$ cat src/hdl/mcsr_pkg.sv
// constants and carrier types of the monitor configuration and status register bank
package mcsr_pkg;
  // ===========================================
  // register offsets
  localparam logic [7:0] ADDR_PRIMARY_CONFIG = 8'h00;
  localparam logic [7:0] ADDR_MONITOR_CONTROL = 8'h01;
  localparam logic [7:0] ADDR_UNLOCK_KEY = 8'h7B;
  localparam logic [7:0] ADDR_FAN6_HIGH = 8'hA5;
  localparam logic [7:0] ADDR_FAN7_LOW = 8'hA6;
  localparam logic [7:0] ADDR_FAN7_HIGH = 8'hA7;
  localparam logic [7:0] ADDR_FAN8_LOW = 8'hA8;
  localparam logic [7:0] ADDR_FAN8_HIGH = 8'hA9;
  localparam logic [7:0] ADDR_DRIVE1 = 8'hAA;
  localparam logic [7:0] ADDR_DRIVE4 = 8'hAD;
  localparam logic [7:0] ADDR_OVERTEMP1 = 8'hAE;
  localparam logic [7:0] ADDR_OVERTEMP2 = 8'hAF;
  localparam logic [7:0] ADDR_THERMAL_A_HOST = 8'hB8;
  localparam logic [7:0] ADDR_THERMAL_B_HOST = 8'hB9;
  localparam logic [7:0] ADDR_THERMAL_C_HOST = 8'hBA;
  localparam logic [7:0] ADDR_VOLTAGE_A_HOST = 8'hBB;
  localparam logic [7:0] ADDR_VOLTAGE_B_HOST = 8'hBC;
  localparam logic [7:0] ADDR_FAN_HOST = 8'hBD;
  localparam logic [7:0] ADDR_DIGITAL_HOST = 8'hBE;
  localparam logic [7:0] ADDR_GENERAL_PIN_HOST = 8'hBF;
  localparam logic [7:0] ADDR_THERMAL_A_MGMT = 8'hC0;
  localparam logic [7:0] ADDR_THERMAL_B_MGMT = 8'hC1;
  localparam logic [7:0] ADDR_VOLTAGE_A_MGMT = 8'hC3;
  localparam logic [7:0] ADDR_VOLTAGE_B_MGMT = 8'hC4;
  localparam logic [7:0] ADDR_FAN_MGMT = 8'hC5;
  localparam logic [7:0] ADDR_DIGITAL_MGMT = 8'hC6;
  // ===========================================
  // reset values and key
  localparam logic [7:0] RESET_PRIMARY_CONFIG = 8'h20;
  localparam logic [7:0] RESET_MONITOR_CONTROL = 8'h81;
  localparam logic [7:0] RESET_SPEED = 8'hFF;
  localparam logic [7:0] RESET_DRIVE = 8'h00;
  localparam logic [7:0] RESET_DRIVE3 = 8'hC0;
  localparam logic [7:0] UNLOCK_KEY = 8'h6D;
  localparam logic [7:0] RESET_ZERO = 8'h00;
  // writable bits of the second configuration register (lock and ready excluded)
  localparam logic [7:0] MONITOR_CONTROL_WMASK = 8'h3F;
  // ===========================================
  // field positions
  localparam int BLOCK_LEN_MSB = 5;
  localparam int TABLE_SEL_BIT = 6;
  localparam int SOFT_RESTORE_BIT = 7;
  localparam int MONITOR_EN_BIT = 0;
  localparam int ALERT_MODE_BIT = 3;
  localparam int SKIP_SPINUP_BIT = 4;
  localparam int SETUP_DONE_BIT = 5;
  localparam int LOCK_BIT = 6;
  localparam int READY_BIT = 7;
  localparam int NUM_DRIVES = 4;
  // ===========================================
  // carriers
  typedef struct packed {
    logic [7:0] thermal_a;
    logic [7:0] thermal_b;
    logic [7:0] thermal_c;
    logic [7:0] voltage_a;
    logic [7:0] voltage_b;
    logic [7:0] fan;
    logic [7:0] digital;
  } mcsr_flags_type;

  typedef struct packed {
    logic [7:0] fan6_high;
    logic [7:0] fan7_low;
    logic [7:0] fan7_high;
    logic [7:0] fan8_low;
    logic [7:0] fan8_high;
    logic [7:0] overtemp1;
    logic [7:0] overtemp2;
  } mcsr_meas_type;

  typedef struct packed {
    logic [5:0] block_read_len;
    logic table_select;
    logic monitor_enable;
    logic alert_comparator;
    logic skip_fast_spinup;
    logic setup_complete;
    logic locked;
  } mcsr_ctrl_type;
endpackage

$ cat src/hdl/mcsr_regs.sv
// configuration and status register bank of a hardware monitor with fan control
// Summary of operation
// - primary config bits 5:0 give block read length, reset 0x20
// - primary config bit 6 selects regulator code table, 0 older default
// - writing bit 7 restores lockable registers to defaults, then self-clears
// - soft restore only acts after key 0x6D written to register 0x7B
// - control bit 0 enables measurements, default 1
// - control bit 3 picks comparator alert when 1, latched alert when 0
// - control bit 4 skips quick spin-up, fans use startup timeout instead
// - monitoring starts only after control bit 5 written 1, default 0
// - control bit 6 writable once; then lockable registers ignore writes
// - control bit 7 read-only, set once device is ready
// - primary config powers up 0x20, lockable, restored by soft restore
// - control register powers up 0x81, lockable, restored by soft restore
`timescale 1ns/1ps
module mcsr_regs #(
  parameter int FLAG_WIDTH = 8
) (
  // clock and reset
  input wire logic ref_clk,
  input wire logic rst_n,
  // register port from the serial interface engine
  input wire logic reg_wr,
  input wire logic reg_rd,
  input wire logic [7:0] reg_addr,
  input wire logic [7:0] reg_wdata,
  output logic [7:0] reg_rdata,
  output logic reg_rvalid,
  // measurement and event side
  input wire mcsr_pkg::mcsr_meas_type meas,
  input wire mcsr_pkg::mcsr_flags_type flag_set,
  input wire logic general_pin_set_host,
  input wire logic [7:0] general_pin_in,
  input wire logic power_good,
  // control outputs
  output mcsr_pkg::mcsr_ctrl_type ctrl,
  output logic monitoring_active,
  output logic [mcsr_pkg::NUM_DRIVES*8-1:0] fan_drive_duty,
  output logic soft_restore_pulse
);
  import mcsr_pkg::*;
  // the ready bit is shown from its own flop, so the stored copy keeps it zero
  localparam logic [7:0] STORED_CONTROL_RESET = RESET_MONITOR_CONTROL & ~(8'h01 << READY_BIT);

  // the flag carriers are byte lanes; other widths would break the read mux
  if (FLAG_WIDTH != 8) begin : g_width_check
    $error("flag width must be 8");
  end

  // ===========================================
  // state
  logic [7:0] primary_config;
  logic [7:0] monitor_control_config;
  logic [7:0] unlock_key;
  logic [7:0] fan_drive [NUM_DRIVES];
  mcsr_flags_type flags_host;
  mcsr_flags_type flags_mgmt;
  logic [7:0] general_pin_flags_host;
  logic ready_q;
  logic restore;
  logic [7:0] next_rdata;

  function automatic logic hit(input logic [7:0] a, input logic [7:0] b);
    return a == b;
  endfunction

  // duty registers sit at consecutive offsets
  function automatic logic drive_hit(input logic [7:0] a);
    return a >= ADDR_DRIVE1 && a <= ADDR_DRIVE4;
  endfunction

  function automatic logic [1:0] drive_index(input logic [7:0] a);
    return 2'(a - ADDR_DRIVE1);
  endfunction

  // ===========================================
  // soft restore: key must stand before the reset bit is written
  assign restore = reg_wr && hit(reg_addr, ADDR_PRIMARY_CONFIG) &&
                   reg_wdata[SOFT_RESTORE_BIT] && !monitor_control_config[LOCK_BIT] &&
                   (unlock_key == UNLOCK_KEY);
  assign soft_restore_pulse = restore;

  always_ff @(posedge ref_clk) begin
    if (!rst_n || restore) begin
      unlock_key <= RESET_ZERO;
    end else if (reg_wr && hit(reg_addr, ADDR_UNLOCK_KEY)) begin
      unlock_key <= reg_wdata;
    end
  end

  // ===========================================
  // configuration registers
  always_ff @(posedge ref_clk) begin
    if (!rst_n) begin
      primary_config <= RESET_PRIMARY_CONFIG;
    end else if (restore) begin
      primary_config <= RESET_PRIMARY_CONFIG;
    end else if (reg_wr && hit(reg_addr, ADDR_PRIMARY_CONFIG) &&
                 !monitor_control_config[LOCK_BIT]) begin
      // reset bit never stored, so it reads back as zero
      primary_config <= {1'b0, reg_wdata[6:0]};
    end
  end

  always_ff @(posedge ref_clk) begin
    if (!rst_n) begin
      monitor_control_config <= STORED_CONTROL_RESET;
    end else if (restore) begin
      monitor_control_config <= STORED_CONTROL_RESET;
    end else if (reg_wr && hit(reg_addr, ADDR_MONITOR_CONTROL) &&
                 !monitor_control_config[LOCK_BIT]) begin
      monitor_control_config <= {1'b0, reg_wdata[LOCK_BIT],
                                 reg_wdata[5:0] & MONITOR_CONTROL_WMASK[5:0]};
    end
  end

  always_ff @(posedge ref_clk) begin
    if (!rst_n) begin
      ready_q <= 1'b0;
    end else begin
      ready_q <= power_good;
    end
  end

  // ===========================================
  // fan drive duty registers, not lockable and not restored
  always_ff @(posedge ref_clk) begin
    if (!rst_n) begin
      for (int i = 0; i < NUM_DRIVES; i++) begin
        fan_drive[i] <= (i == 2) ? RESET_DRIVE3 : RESET_DRIVE;
      end
    end else if (reg_wr && drive_hit(reg_addr)) begin
      fan_drive[drive_index(reg_addr)] <= reg_wdata;
    end
  end

  always_comb begin
    for (int i = 0; i < NUM_DRIVES; i++) begin
      fan_drive_duty[i*8 +: 8] = fan_drive[i];
    end
  end

  // ===========================================
  // status flags, sticky, two copies; set wins over read clear
  always_ff @(posedge ref_clk) begin
    if (!rst_n || restore) begin
      flags_host <= '0;
      flags_mgmt <= '0;
    end else begin
      flags_host <= flags_host | flag_set;
      flags_mgmt <= flags_mgmt | flag_set;
      if (reg_rd) begin
        if (hit(reg_addr, ADDR_THERMAL_A_HOST)) begin
          flags_host.thermal_a <= flag_set.thermal_a;
        end else if (hit(reg_addr, ADDR_THERMAL_B_HOST)) begin
          flags_host.thermal_b <= flag_set.thermal_b;
        end else if (hit(reg_addr, ADDR_THERMAL_C_HOST)) begin
          flags_host.thermal_c <= flag_set.thermal_c;
        end else if (hit(reg_addr, ADDR_VOLTAGE_A_HOST)) begin
          flags_host.voltage_a <= flag_set.voltage_a;
        end else if (hit(reg_addr, ADDR_VOLTAGE_B_HOST)) begin
          flags_host.voltage_b <= flag_set.voltage_b;
        end else if (hit(reg_addr, ADDR_FAN_HOST)) begin
          flags_host.fan <= flag_set.fan;
        end else if (hit(reg_addr, ADDR_DIGITAL_HOST)) begin
          flags_host.digital <= flag_set.digital;
        end else if (hit(reg_addr, ADDR_THERMAL_A_MGMT)) begin
          flags_mgmt.thermal_a <= flag_set.thermal_a;
        end else if (hit(reg_addr, ADDR_THERMAL_B_MGMT)) begin
          flags_mgmt.thermal_b <= flag_set.thermal_b;
        end else if (hit(reg_addr, ADDR_VOLTAGE_A_MGMT)) begin
          flags_mgmt.voltage_a <= flag_set.voltage_a;
        end else if (hit(reg_addr, ADDR_VOLTAGE_B_MGMT)) begin
          flags_mgmt.voltage_b <= flag_set.voltage_b;
        end else if (hit(reg_addr, ADDR_FAN_MGMT)) begin
          flags_mgmt.fan <= flag_set.fan;
        end else if (hit(reg_addr, ADDR_DIGITAL_MGMT)) begin
          flags_mgmt.digital <= flag_set.digital;
        end
      end
    end
  end

  // general pin status: captured on request, host may overwrite
  always_ff @(posedge ref_clk) begin
    if (!rst_n || restore) begin
      general_pin_flags_host <= RESET_ZERO;
    end else if (general_pin_set_host) begin
      general_pin_flags_host <= general_pin_in;
    end else if (reg_wr && hit(reg_addr, ADDR_GENERAL_PIN_HOST)) begin
      general_pin_flags_host <= reg_wdata;
    end
  end

  // ===========================================
  // read mux
  always_comb begin
    if (hit(reg_addr, ADDR_PRIMARY_CONFIG)) begin
      next_rdata = primary_config;
    end else if (hit(reg_addr, ADDR_MONITOR_CONTROL)) begin
      next_rdata = {ready_q, monitor_control_config[6:0]};
    end else if (hit(reg_addr, ADDR_UNLOCK_KEY)) begin
      next_rdata = unlock_key;
    end else if (hit(reg_addr, ADDR_FAN6_HIGH)) begin
      next_rdata = meas.fan6_high;
    end else if (hit(reg_addr, ADDR_FAN7_LOW)) begin
      next_rdata = meas.fan7_low;
    end else if (hit(reg_addr, ADDR_FAN7_HIGH)) begin
      next_rdata = meas.fan7_high;
    end else if (hit(reg_addr, ADDR_FAN8_LOW)) begin
      next_rdata = meas.fan8_low;
    end else if (hit(reg_addr, ADDR_FAN8_HIGH)) begin
      next_rdata = meas.fan8_high;
    end else if (drive_hit(reg_addr)) begin
      next_rdata = fan_drive[drive_index(reg_addr)];
    end else if (hit(reg_addr, ADDR_OVERTEMP1)) begin
      next_rdata = meas.overtemp1;
    end else if (hit(reg_addr, ADDR_OVERTEMP2)) begin
      next_rdata = meas.overtemp2;
    end else if (hit(reg_addr, ADDR_THERMAL_A_HOST)) begin
      next_rdata = flags_host.thermal_a;
    end else if (hit(reg_addr, ADDR_THERMAL_B_HOST)) begin
      next_rdata = flags_host.thermal_b;
    end else if (hit(reg_addr, ADDR_THERMAL_C_HOST)) begin
      next_rdata = flags_host.thermal_c;
    end else if (hit(reg_addr, ADDR_VOLTAGE_A_HOST)) begin
      next_rdata = flags_host.voltage_a;
    end else if (hit(reg_addr, ADDR_VOLTAGE_B_HOST)) begin
      next_rdata = flags_host.voltage_b;
    end else if (hit(reg_addr, ADDR_FAN_HOST)) begin
      next_rdata = flags_host.fan;
    end else if (hit(reg_addr, ADDR_DIGITAL_HOST)) begin
      next_rdata = flags_host.digital;
    end else if (hit(reg_addr, ADDR_GENERAL_PIN_HOST)) begin
      next_rdata = general_pin_flags_host;
    end else if (hit(reg_addr, ADDR_THERMAL_A_MGMT)) begin
      next_rdata = flags_mgmt.thermal_a;
    end else if (hit(reg_addr, ADDR_THERMAL_B_MGMT)) begin
      next_rdata = flags_mgmt.thermal_b;
    end else if (hit(reg_addr, ADDR_VOLTAGE_A_MGMT)) begin
      next_rdata = flags_mgmt.voltage_a;
    end else if (hit(reg_addr, ADDR_VOLTAGE_B_MGMT)) begin
      next_rdata = flags_mgmt.voltage_b;
    end else if (hit(reg_addr, ADDR_FAN_MGMT)) begin
      next_rdata = flags_mgmt.fan;
    end else if (hit(reg_addr, ADDR_DIGITAL_MGMT)) begin
      next_rdata = flags_mgmt.digital;
    end else begin
      next_rdata = RESET_ZERO;
    end
  end

  always_ff @(posedge ref_clk) begin
    if (!rst_n) begin
      reg_rdata <= RESET_ZERO;
      reg_rvalid <= 1'b0;
    end else begin
      reg_rvalid <= reg_rd;
      if (reg_rd) begin
        reg_rdata <= next_rdata;
      end
    end
  end

  // ===========================================
  // control outputs
  always_comb begin
    ctrl.block_read_len = primary_config[BLOCK_LEN_MSB:0];
    ctrl.table_select = primary_config[TABLE_SEL_BIT];
    ctrl.monitor_enable = monitor_control_config[MONITOR_EN_BIT];
    ctrl.alert_comparator = monitor_control_config[ALERT_MODE_BIT];
    ctrl.skip_fast_spinup = monitor_control_config[SKIP_SPINUP_BIT];
    ctrl.setup_complete = monitor_control_config[SETUP_DONE_BIT];
    ctrl.locked = monitor_control_config[LOCK_BIT];
  end
  assign monitoring_active = monitor_control_config[SETUP_DONE_BIT] &&
                             monitor_control_config[MONITOR_EN_BIT] && ready_q;

  // ===========================================
  // assertions
  a_lock_holds_config: assert property (@(posedge ref_clk) disable iff (!rst_n)
    $past(monitor_control_config[LOCK_BIT]) |-> $stable(primary_config))
    else $error("primary config changed while locked");
  a_lock_holds_control: assert property (@(posedge ref_clk) disable iff (!rst_n)
    $past(monitor_control_config[LOCK_BIT]) |-> $stable(monitor_control_config))
    else $error("control register changed while locked");
  a_lock_sticky: assert property (@(posedge ref_clk) disable iff (!rst_n)
    monitor_control_config[LOCK_BIT] |=> monitor_control_config[LOCK_BIT])
    else $error("lock bit cleared");
  a_restore_needs_key: assert property (@(posedge ref_clk) disable iff (!rst_n)
    restore |-> unlock_key == UNLOCK_KEY)
    else $error("restore without key");
  a_key_store: assert property (@(posedge ref_clk) disable iff (!rst_n)
    reg_wr && hit(reg_addr, ADDR_UNLOCK_KEY) |=> unlock_key == $past(reg_wdata))
    else $error("key write lost");
  a_key_spent: assert property (@(posedge ref_clk) disable iff (!rst_n)
    restore |=> unlock_key == RESET_ZERO)
    else $error("key survives restore");
  a_restore_values: assert property (@(posedge ref_clk) disable iff (!rst_n)
    restore |=> primary_config == RESET_PRIMARY_CONFIG &&
    monitor_control_config == STORED_CONTROL_RESET)
    else $error("restore did not reload config");
  a_restore_flags: assert property (@(posedge ref_clk) disable iff (!rst_n)
    restore |=> flags_host == '0 && flags_mgmt == '0)
    else $error("flags survive restore");
  a_pin_restore: assert property (@(posedge ref_clk) disable iff (!rst_n)
    restore |=> general_pin_flags_host == RESET_ZERO)
    else $error("pin status survives restore");
  a_duty_kept: assert property (@(posedge ref_clk) disable iff (!rst_n)
    restore |=> $stable(fan_drive_duty))
    else $error("duty changed by restore");
  a_reset_bit_clear: assert property (@(posedge ref_clk) disable iff (!rst_n)
    !primary_config[SOFT_RESTORE_BIT])
    else $error("reset bit stuck");
  a_config_write: assert property (@(posedge ref_clk) disable iff (!rst_n)
    reg_wr && hit(reg_addr, ADDR_PRIMARY_CONFIG) && !monitor_control_config[LOCK_BIT] &&
    !restore |=> primary_config == {1'b0, $past(reg_wdata[TABLE_SEL_BIT:0])})
    else $error("primary config write lost");
  a_ctrl_write: assert property (@(posedge ref_clk) disable iff (!rst_n)
    reg_wr && hit(reg_addr, ADDR_MONITOR_CONTROL) && !monitor_control_config[LOCK_BIT]
    |=> monitor_control_config[SETUP_DONE_BIT:0] == $past(reg_wdata[SETUP_DONE_BIT:0]))
    else $error("control write lost");
  a_ready_follows: assert property (@(posedge ref_clk) disable iff (!rst_n)
    power_good ##1 power_good |-> ready_q)
    else $error("ready not set");
  a_ready_drops: assert property (@(posedge ref_clk) disable iff (!rst_n)
    !power_good ##1 !power_good |-> !ready_q)
    else $error("ready not cleared");
  a_read_control: assert property (@(posedge ref_clk) disable iff (!rst_n)
    reg_rd && hit(reg_addr, ADDR_MONITOR_CONTROL) |=>
    reg_rdata == {$past(ready_q), $past(monitor_control_config[LOCK_BIT:0])})
    else $error("control read wrong");
  a_read_answer: assert property (@(posedge ref_clk) disable iff (!rst_n)
    reg_rvalid == $past(reg_rd))
    else $error("read answer not one cycle after request");
  a_drive_write: assert property (@(posedge ref_clk) disable iff (!rst_n)
    reg_wr && hit(reg_addr, ADDR_DRIVE1) |=> fan_drive_duty[7:0] == $past(reg_wdata))
    else $error("duty write lost");
  a_pin_load: assert property (@(posedge ref_clk) disable iff (!rst_n)
    general_pin_set_host && !restore |=> general_pin_flags_host == $past(general_pin_in))
    else $error("pin status not loaded");
  a_monitor_gated: assert property (@(posedge ref_clk) disable iff (!rst_n)
    monitoring_active |-> ctrl.setup_complete && ctrl.monitor_enable)
    else $error("monitoring without setup");
  a_flag_copies: assert property (@(posedge ref_clk) disable iff (!rst_n)
    |flag_set.fan && !restore |=> (flags_host.fan & flags_mgmt.fan) != RESET_ZERO)
    else $error("flag not in both copies");
  a_flag_sticky: assert property (@(posedge ref_clk) disable iff (!rst_n)
    flags_mgmt.fan != RESET_ZERO && !restore && !(reg_rd && hit(reg_addr, ADDR_FAN_MGMT))
    |=> flags_mgmt.fan != RESET_ZERO)
    else $error("flag lost without read");
  c_restore: cover property (@(posedge ref_clk) disable iff (!rst_n) restore);
  c_lock: cover property (@(posedge ref_clk) disable iff (!rst_n)
    $rose(monitor_control_config[LOCK_BIT]));
  c_monitor: cover property (@(posedge ref_clk) disable iff (!rst_n) $rose(monitoring_active));
  c_locked_write: cover property (@(posedge ref_clk) disable iff (!rst_n)
    monitor_control_config[LOCK_BIT] && reg_wr && hit(reg_addr, ADDR_PRIMARY_CONFIG));
  c_flag_clear: cover property (@(posedge ref_clk) disable iff (!rst_n)
    reg_rd && hit(reg_addr, ADDR_FAN_HOST) && flags_host.fan != RESET_ZERO);
endmodule

$ cat config.mk
export PLATFORM = sky130hd
export DESIGN_NAME = mcsr_regs
export DESIGN_NICKNAME = d
export VERILOG_FILES = /design/src/hdl/mcsr_pkg.sv /design/src/hdl/mcsr_regs.sv
export SDC_FILE = /design/constraint.sdc
export NUM_CORES = 1
export LEC_CHECK = 0
export ABC_CLOCK_PERIOD_IN_PS = 4500
export BUFFER_PORTS_ARGS = -buffer_cell sky130_fd_sc_hd__buf_2
export CAP_MARGIN = 30
export CELL_PAD_IN_SITES_DETAIL_PLACEMENT = 0
export CELL_PAD_IN_SITES_GLOBAL_PLACEMENT = 1
export CORE_ASPECT_RATIO = 1.5
export CORE_UTILIZATION = 35
export DETAILED_ROUTE_END_ITERATION = 16
export PLACE_DENSITY = 0.81
export SYNTH_ARGS = -nofsm -noshare
export SYNTH_HDL_FRONTEND = slang
export SYNTH_SLANG_ARGS = --single-unit
$ cat constraint.sdc
create_clock -name ref_clk -period 4.5 [get_ports ref_clk]
set_input_delay 0.225 -clock ref_clk [delete_from_list [all_inputs] [get_ports ref_clk]]
set_output_delay 0.225 -clock ref_clk [all_outputs]
set_load 0.05 [all_outputs]
# --- Word-level counts from Yosys, hierarchy flattened ---
# Memories as Yosys holds them, arrays and structs flattened.
# Cells that the tools add are included.
op_classes:
  n_bitwise: 3
  n_mux: 76
  order_cmp: 2
  n_eq_ne: 24
  addsub: 1
  reduce_logical: 20
ops:
  columns: ["cell", "count"]
  rows:
  - ["two-way mux 32 bit", 11]
  - ["two-way mux 8 bit", 44]
  - ["== test 8 bit (second input constant)", 21]
  - ["two-way mux 16 bit", 10]
  - ["OR 56 bit", 2]
  - ["two-way mux 56 bit", 1]
  - ["two-way mux 24 bit", 2]
  - ["two-way mux 48 bit", 1]
  - ["two-way mux 40 bit", 1]
  - ["== test 8 x 7 -> 1 bit (second input constant)", 2]
  - ["logical AND 1 bit", 13]
  - ["== test 8 x 1 -> 1 bit (second input constant)", 1]
  - ["greater-or-equal comparator 8 bit (second input constant)", 1]
  - ["less-or-equal comparator 8 bit (second input constant)", 1]
  - ["zero test 8 bit", 1]
  - ["OR reduction 8 bit", 1]
  - ["two-way mux 1 bit", 5]
  - ["zero test 1 bit", 2]
  - ["two-way mux 2 bit", 1]
  - ["nonzero test 2 bit", 1]
  - ["OR reduction 2 bit", 1]
  - ["subtractor 2 bit (second input constant)", 1]
  - ["logical OR 1 bit", 1]
  - ["inverter 1 bit", 1]
word_totals:
  ff_bits: 152
  memories: 1
  ramBits: 32
  word_cells: 148
memory_table:
  columns: ["name", "words", "width", "read_ports", "rd_ports_with_merged_regs", "write_ports", "line", "source"]
  rows:
  - ["fan_drive", 4, 8, 5, 0, 4, "mcsr_regs.sv:55", "logic [7:0] fan_drive [NUM_DRIVES];"]

# --- Logic depth before layout (Yosys ltp) ---
depth:
  word_depth: 26
  ltp_mapped: 10
  mapped_depth_nobuf: 7

# --- Worst setup path after synthesis ---
# No wires, ideal clock.
synth_timing:
  path_kind: "input-to-reg"
  from: "input reg_addr[1]"
  to: "memory fan_drive[0][0], enable pin"
  path_slack_ns: 2.000
  n_path_buf: 4
  arrival_time_ns: 2.116
  setup_time_ns: 0.384
  stages: 6
  path_cell_list: "clkbuf_1 -> clkbuf_1 -> clkbuf_1 -> buf_2 -> nand2_1 -> o21ai_0"
synth_lines:
  columns: ["element", "line", "source"]
  rows:
  - ["start: declaration", "mcsr_regs.sv:25", "input wire logic [7:0] reg_addr,"]
  - ["end: declaration", "mcsr_regs.sv:55", null]

# --- Final worst setup path ---
layout_timing:
  from: "input reg_addr[0]"
  to: "register flags_mgmt[6] (netlist name)"
layout_between:
  elab_chain_len: 15
  elab_cells_between_ends: 33
layout_lines:
  columns: ["element", "line", "source"]
  rows:
  - ["== test 8 bit", "mcsr_regs.sv:64", "return a == b;"]
  - ["two-way mux 8 bit", "mcsr_regs.sv:177", "end else if (hit(reg_addr, ADDR_DIGITAL_MGMT)) begin"]
  - ["two-way mux 8 bit", "mcsr_regs.sv:175", "end else if (hit(reg_addr, ADDR_FAN_MGMT)) begin"]
  - ["two-way mux 16 bit", "mcsr_regs.sv:173", "end else if (hit(reg_addr, ADDR_VOLTAGE_B_MGMT)) begin"]
  - ["two-way mux 24 bit", "mcsr_regs.sv:171", "end else if (hit(reg_addr, ADDR_VOLTAGE_A_MGMT)) begin"]
  - ["two-way mux 32 bit", "mcsr_regs.sv:169", "end else if (hit(reg_addr, ADDR_THERMAL_B_MGMT)) begin"]
  - ["two-way mux 32 bit", "mcsr_regs.sv:167", "end else if (hit(reg_addr, ADDR_THERMAL_A_MGMT)) begin"]
  - ["two-way mux 32 bit", "mcsr_regs.sv:165", "end else if (hit(reg_addr, ADDR_DIGITAL_HOST)) begin"]
  - ["two-way mux 32 bit", "mcsr_regs.sv:163", "end else if (hit(reg_addr, ADDR_FAN_HOST)) begin"]
  - ["two-way mux 32 bit", "mcsr_regs.sv:161", "end else if (hit(reg_addr, ADDR_VOLTAGE_B_HOST)) begin"]
  - ["two-way mux 32 bit", "mcsr_regs.sv:159", "end else if (hit(reg_addr, ADDR_VOLTAGE_A_HOST)) begin"]
  - ["two-way mux 32 bit", "mcsr_regs.sv:157", "end else if (hit(reg_addr, ADDR_THERMAL_C_HOST)) begin"]
  - ["two-way mux 32 bit", "mcsr_regs.sv:155", "end else if (hit(reg_addr, ADDR_THERMAL_B_HOST)) begin"]
  - ["two-way mux 32 bit", "mcsr_regs.sv:153", "if (hit(reg_addr, ADDR_THERMAL_A_HOST)) begin"]
  - ["two-way mux 32 bit", "mcsr_regs.sv:152", "if (reg_rd) begin"]
  - ["end signal: assignment", "mcsr_regs.sv:151", "flags_mgmt <= flags_mgmt | flag_set;"]
  - ["end: declaration", "mcsr_regs.sv:57", "mcsr_flags_type flags_mgmt;"]
# Several ways; a longest one is shown, not always the timed one.
# A chain may end at the register's enable or synchronous reset.

==> results_dict.tcl <==
set metrics [dict create \
    synth.area.mux_share_pct 7.25 \
    clkTransAtPathRegs_ns 0.07 \
    synth_area_leader_cell "dfxtp_1" \
    combPwrFrac_pct 13.4 \
    dpl_cell_area_um2 9840 \
    fin_crit_ns 2.59 \
    grt_usage_pct 27.5 \
    reg2reg_from "monitor_control_config[6]" \
    ys_top_cells_by_area "dfxtp_1 (33%), edfxtp_1 (11%), a21oi_1 (9.4%)" \
    cts_tree "yes" \
    synthAdderAreaFrac_pct 0 \
    hold_path_class "in -> reg" \
    grt_first_pass_wirelength_um 50800 \
    cts_setup_buffers 0 \
    seqPwrFrac_pct 45.6 \
    synth_seq_area_share_pct 44.4 \
    place_congestion 0.967 \
    drv_cap 0 \
    ios 197 \
    async_reset_ff_share_pct 0 \
    first_iter_violations 708 \
    crit_path_end "flags_mgmt[6]" \
    via_per_inst 5.67 \
    synth_xor_xnor_area_share_pct 0.101 \
    synth-main-ff-cell "dfxtp_1" \
    drive_above_1_share_pct 22.4 \
    yosysWarnings 0 \
    synth_top_family_by_area "compound AO/OA/AOI/OAI gates" \
    synth-simple-area-share_pct 20.9 \
    p_sw_share_pct 26.9 \
    synth-edff-count 32 \
    syn_inst 1042 \
    cp-end-kind "flip-flop" \
    finalClockSkew_ns 0.00667 \
    cts.sinks 176 \
    final_area_um2 10500 \
    synth_top_cell_area_share_pct 33.3 \
    clockBufferDepth 2 \
    ir_drop_uv 231 \
    vias 8777 \
    grt_overflow 0 \
    die_y_um 195 \
    first_pass_iters 5 \
    power_switching_mw 1.04 \
    slowest_delay_ns 0.60 \
    slew_violations 0 \
    power.share.clock_pct 41.0 \
    critPathKind "in -> reg" \
    die_x_um 130 \
    leakage_nw 4.28 \
    synth_seq_cells 176 \
    crit_chain "buf_4, or2_2, nor2_8, nand2_4, or4_4, nand2_4, buf_4, nor2_1" \
    dieArea_um2 25400 \
    initial_core_util_pct 35.6 \
    hpwl_um 26300 \
    crit_fanout 40 \
    power_density_nw_per_um2 366 \
    power_mw 3.86 \
    wl_um 34300 \
    root_buffer "clkbuf_16" \
    drc 0 \
    nets 1354 \
    reg2regPathDepth 7 \
    cp.arrival_ns 2.89 \
    htree_num_levels 4 \
    syn-cell-area_um2 8660 \
    startpoint_type "input pin" \
    diodes 0 \
    first_global_vias 8452 \
    internal_power_mw 2.82 \
    syn_to_final_growth_pct 21.8 \
    cts_made_buffers 17 \
    io_buffers 196 \
    rsz0062_at_grt "false" \
    reg2reg_to "flags_mgmt[6]" \
    worst_slack_ns 1.91 \
    routedWlPerCell_um 22.2 \
    final_cells 1548 \
    tightest_slew_ns 0.953 \
    critPathLaunch "reg_addr[0]" \
    finalHoldViolCount 0 \
    synth_compound_area_share_pct 22.2 \
    syn_avg_cell_area_um2 8.31 \
    slew_headroom_pct 36.2 \
    core_area_um2 24300 \
    path_depth 8 \
    synth_fp_nets 1184 \
    slowest_stage "or4_4" \
    numPlacedInstances 1509 \
    fmax_mhz 387 \
    rrSetupSlack_ns 2.11 \
    final_util_pct 43.3 \
    cpLargestDelayFamily "simple AND/OR/NAND/NOR gates" \
    setup_viol 0 \
    path_buf_inv 2 \
    tns_ns 0 \
    synthDistinctLibCells 69 \
    fillers 2620 \
    insertion_delay_ns 0.44 \
    fin_crit_sh_pct 57.5 \
    num_rows 70 \
    grt_start_max_net_pins 73 \
    pre_cts_ws_ns 1.49 \
    status "complete, no violations" \
    hold_ws_ns 0.00500 \
    antenna_found_initial 0 \
    required_ns 4.81 \
    postRouteAntennaNets 0 \
]
-- cells in the mapped netlist (4+ instances only) --
master / instances
a211oi_1: 7
a21boi_0: 5
a21o_1: 5
a21oi_1: 163
a31oi_1: 18
a32oi_1: 8
and3_1: 9
buf_1: 6
buf_2: 22
buf_4: 5
buf_6: 9
clkbuf_1: 34
dfxtp_1: 144
edfxtp_1: 32
inv_1: 12
mux2_2: 6
mux2i_1: 38
mux4_2: 8
nand2_1: 85
nand2b_1: 10
nand3_1: 54
nor2_1: 179
nor2b_1: 6
nor3_1: 19
nor3b_1: 4
o211ai_1: 10
o21ai_0: 54
o22ai_1: 16
-- sequential cells by signal (all words and copies together), names as in the netlist --
| name | flops |
|---|---|
| reg_rvalid | 1 |
| unlock_key | 8 |
| flags_host | 56 |
| fan_drive | 32 |
| reg_rdata | 8 |
| primary_config | 7 |
| flags_mgmt | 48 |
| ready_q | 1 |
| monitor_control_config | 7 |
| general_pin_flags_host | 8 |
-- what timing repair did --
item	in CTS	in global routing
resized for setup	0	0
endpoints found under the hold margin	9	0
hold buffers	8	0
-- power groups by stage --
stage | clock network (mW) | registers, mW | logic, mW
2_1_floorplan | 0 | 1.83 | 0.243
3_3_place_gp | 0 | 1.79 | 0.502
3_5_place_dp | 0 | 1.79 | 0.506
4_1_cts | 1.60 | 1.76 | 0.513
5_1_grt | 1.67 | 1.76 | 0.552
6_report | 1.58 | 1.76 | 0.518
-- tightest hold or removal path: cells and delay by family --
family	cells	cell delay, ns
buf+inv	1	0.08
compound gates	1	0.03
simple gates	1	0.07
-- worst min-delay path by stage --
stage | startpoint | end | slack [ns] | depth (start not counted)
finish | flag_set[36] | flags_host[36] | 0.005 | 3
global route | flag_set[36] | flags_host[36] | 0.01 | 3
CTS | flag_set[36] | flags_host[36] | 0.00009 | 3
detailed placement | power_good | ready_q | 0.43 | 2
global placement | power_good | ready_q | 0.43 | 2
floorplan | flag_set[0] | flags_host[0] | 0.34 | 2
-- layout by cell type, fill, tap and decap left out, drive strengths merged, types with 5 or more instances in the layout --
cell and count:
a32oi 8, a21oi 163, o211ai 10, and3 9, mux2i 38, nand2b 10, dfxtp 144, a21o 5
nand3 54, inv 13, clkbuf 23, o22ai 16, mux4 8, a211oi 7, nor3 20, a21boi 5
a31oi 18, mux2 6, or2 5, edfxtp 32, nand2 88, dlygate4sd3 8, buf 219, nor2b 6
nor2 180, o21ai 54
-- layout make-up --
class / instances / area [µm²] / share of cell area, %
Multi-Input combinational cell: 777 / 4370 / 41.5
Sequential cell: 176 / 3840 / 36.4
Timing Repair Buffer: 227 / 1250 / 11.9
Clock buffer: 23 / 499 / 4.73
Tap cell: 324 / 405 / 3.84
Clock inverter: 8 / 125 / 1.19
Inverter: 13 / 48.8 / 0.463
-- cells by family (layout without fill, tap and decap cells) --
family / Yosys count / count (layout)
mux: 52 / 52
buf+inv: 89 / 271
flops: 176 / 176
xor+xnor: 1 / 1
compound gates: 325 / 325
simple gates: 399 / 399
-- layer usage --
metal | wire [µm] | vias to the layer above | share of wire, % | GRT usage (%)
li1 | - | 4103 | - | -
met1 | 12400 | 4130 | 36 | 30.9
met2 | 17200 | 445 | 50 | 46.8
met3 | 2220 | 99 | 6.5 | 3.99
met4 | 2490 | 0 | 7.3 | 19.7
met5 | 0 | - | 0 | 0
(Power assumes the default switching activity.)
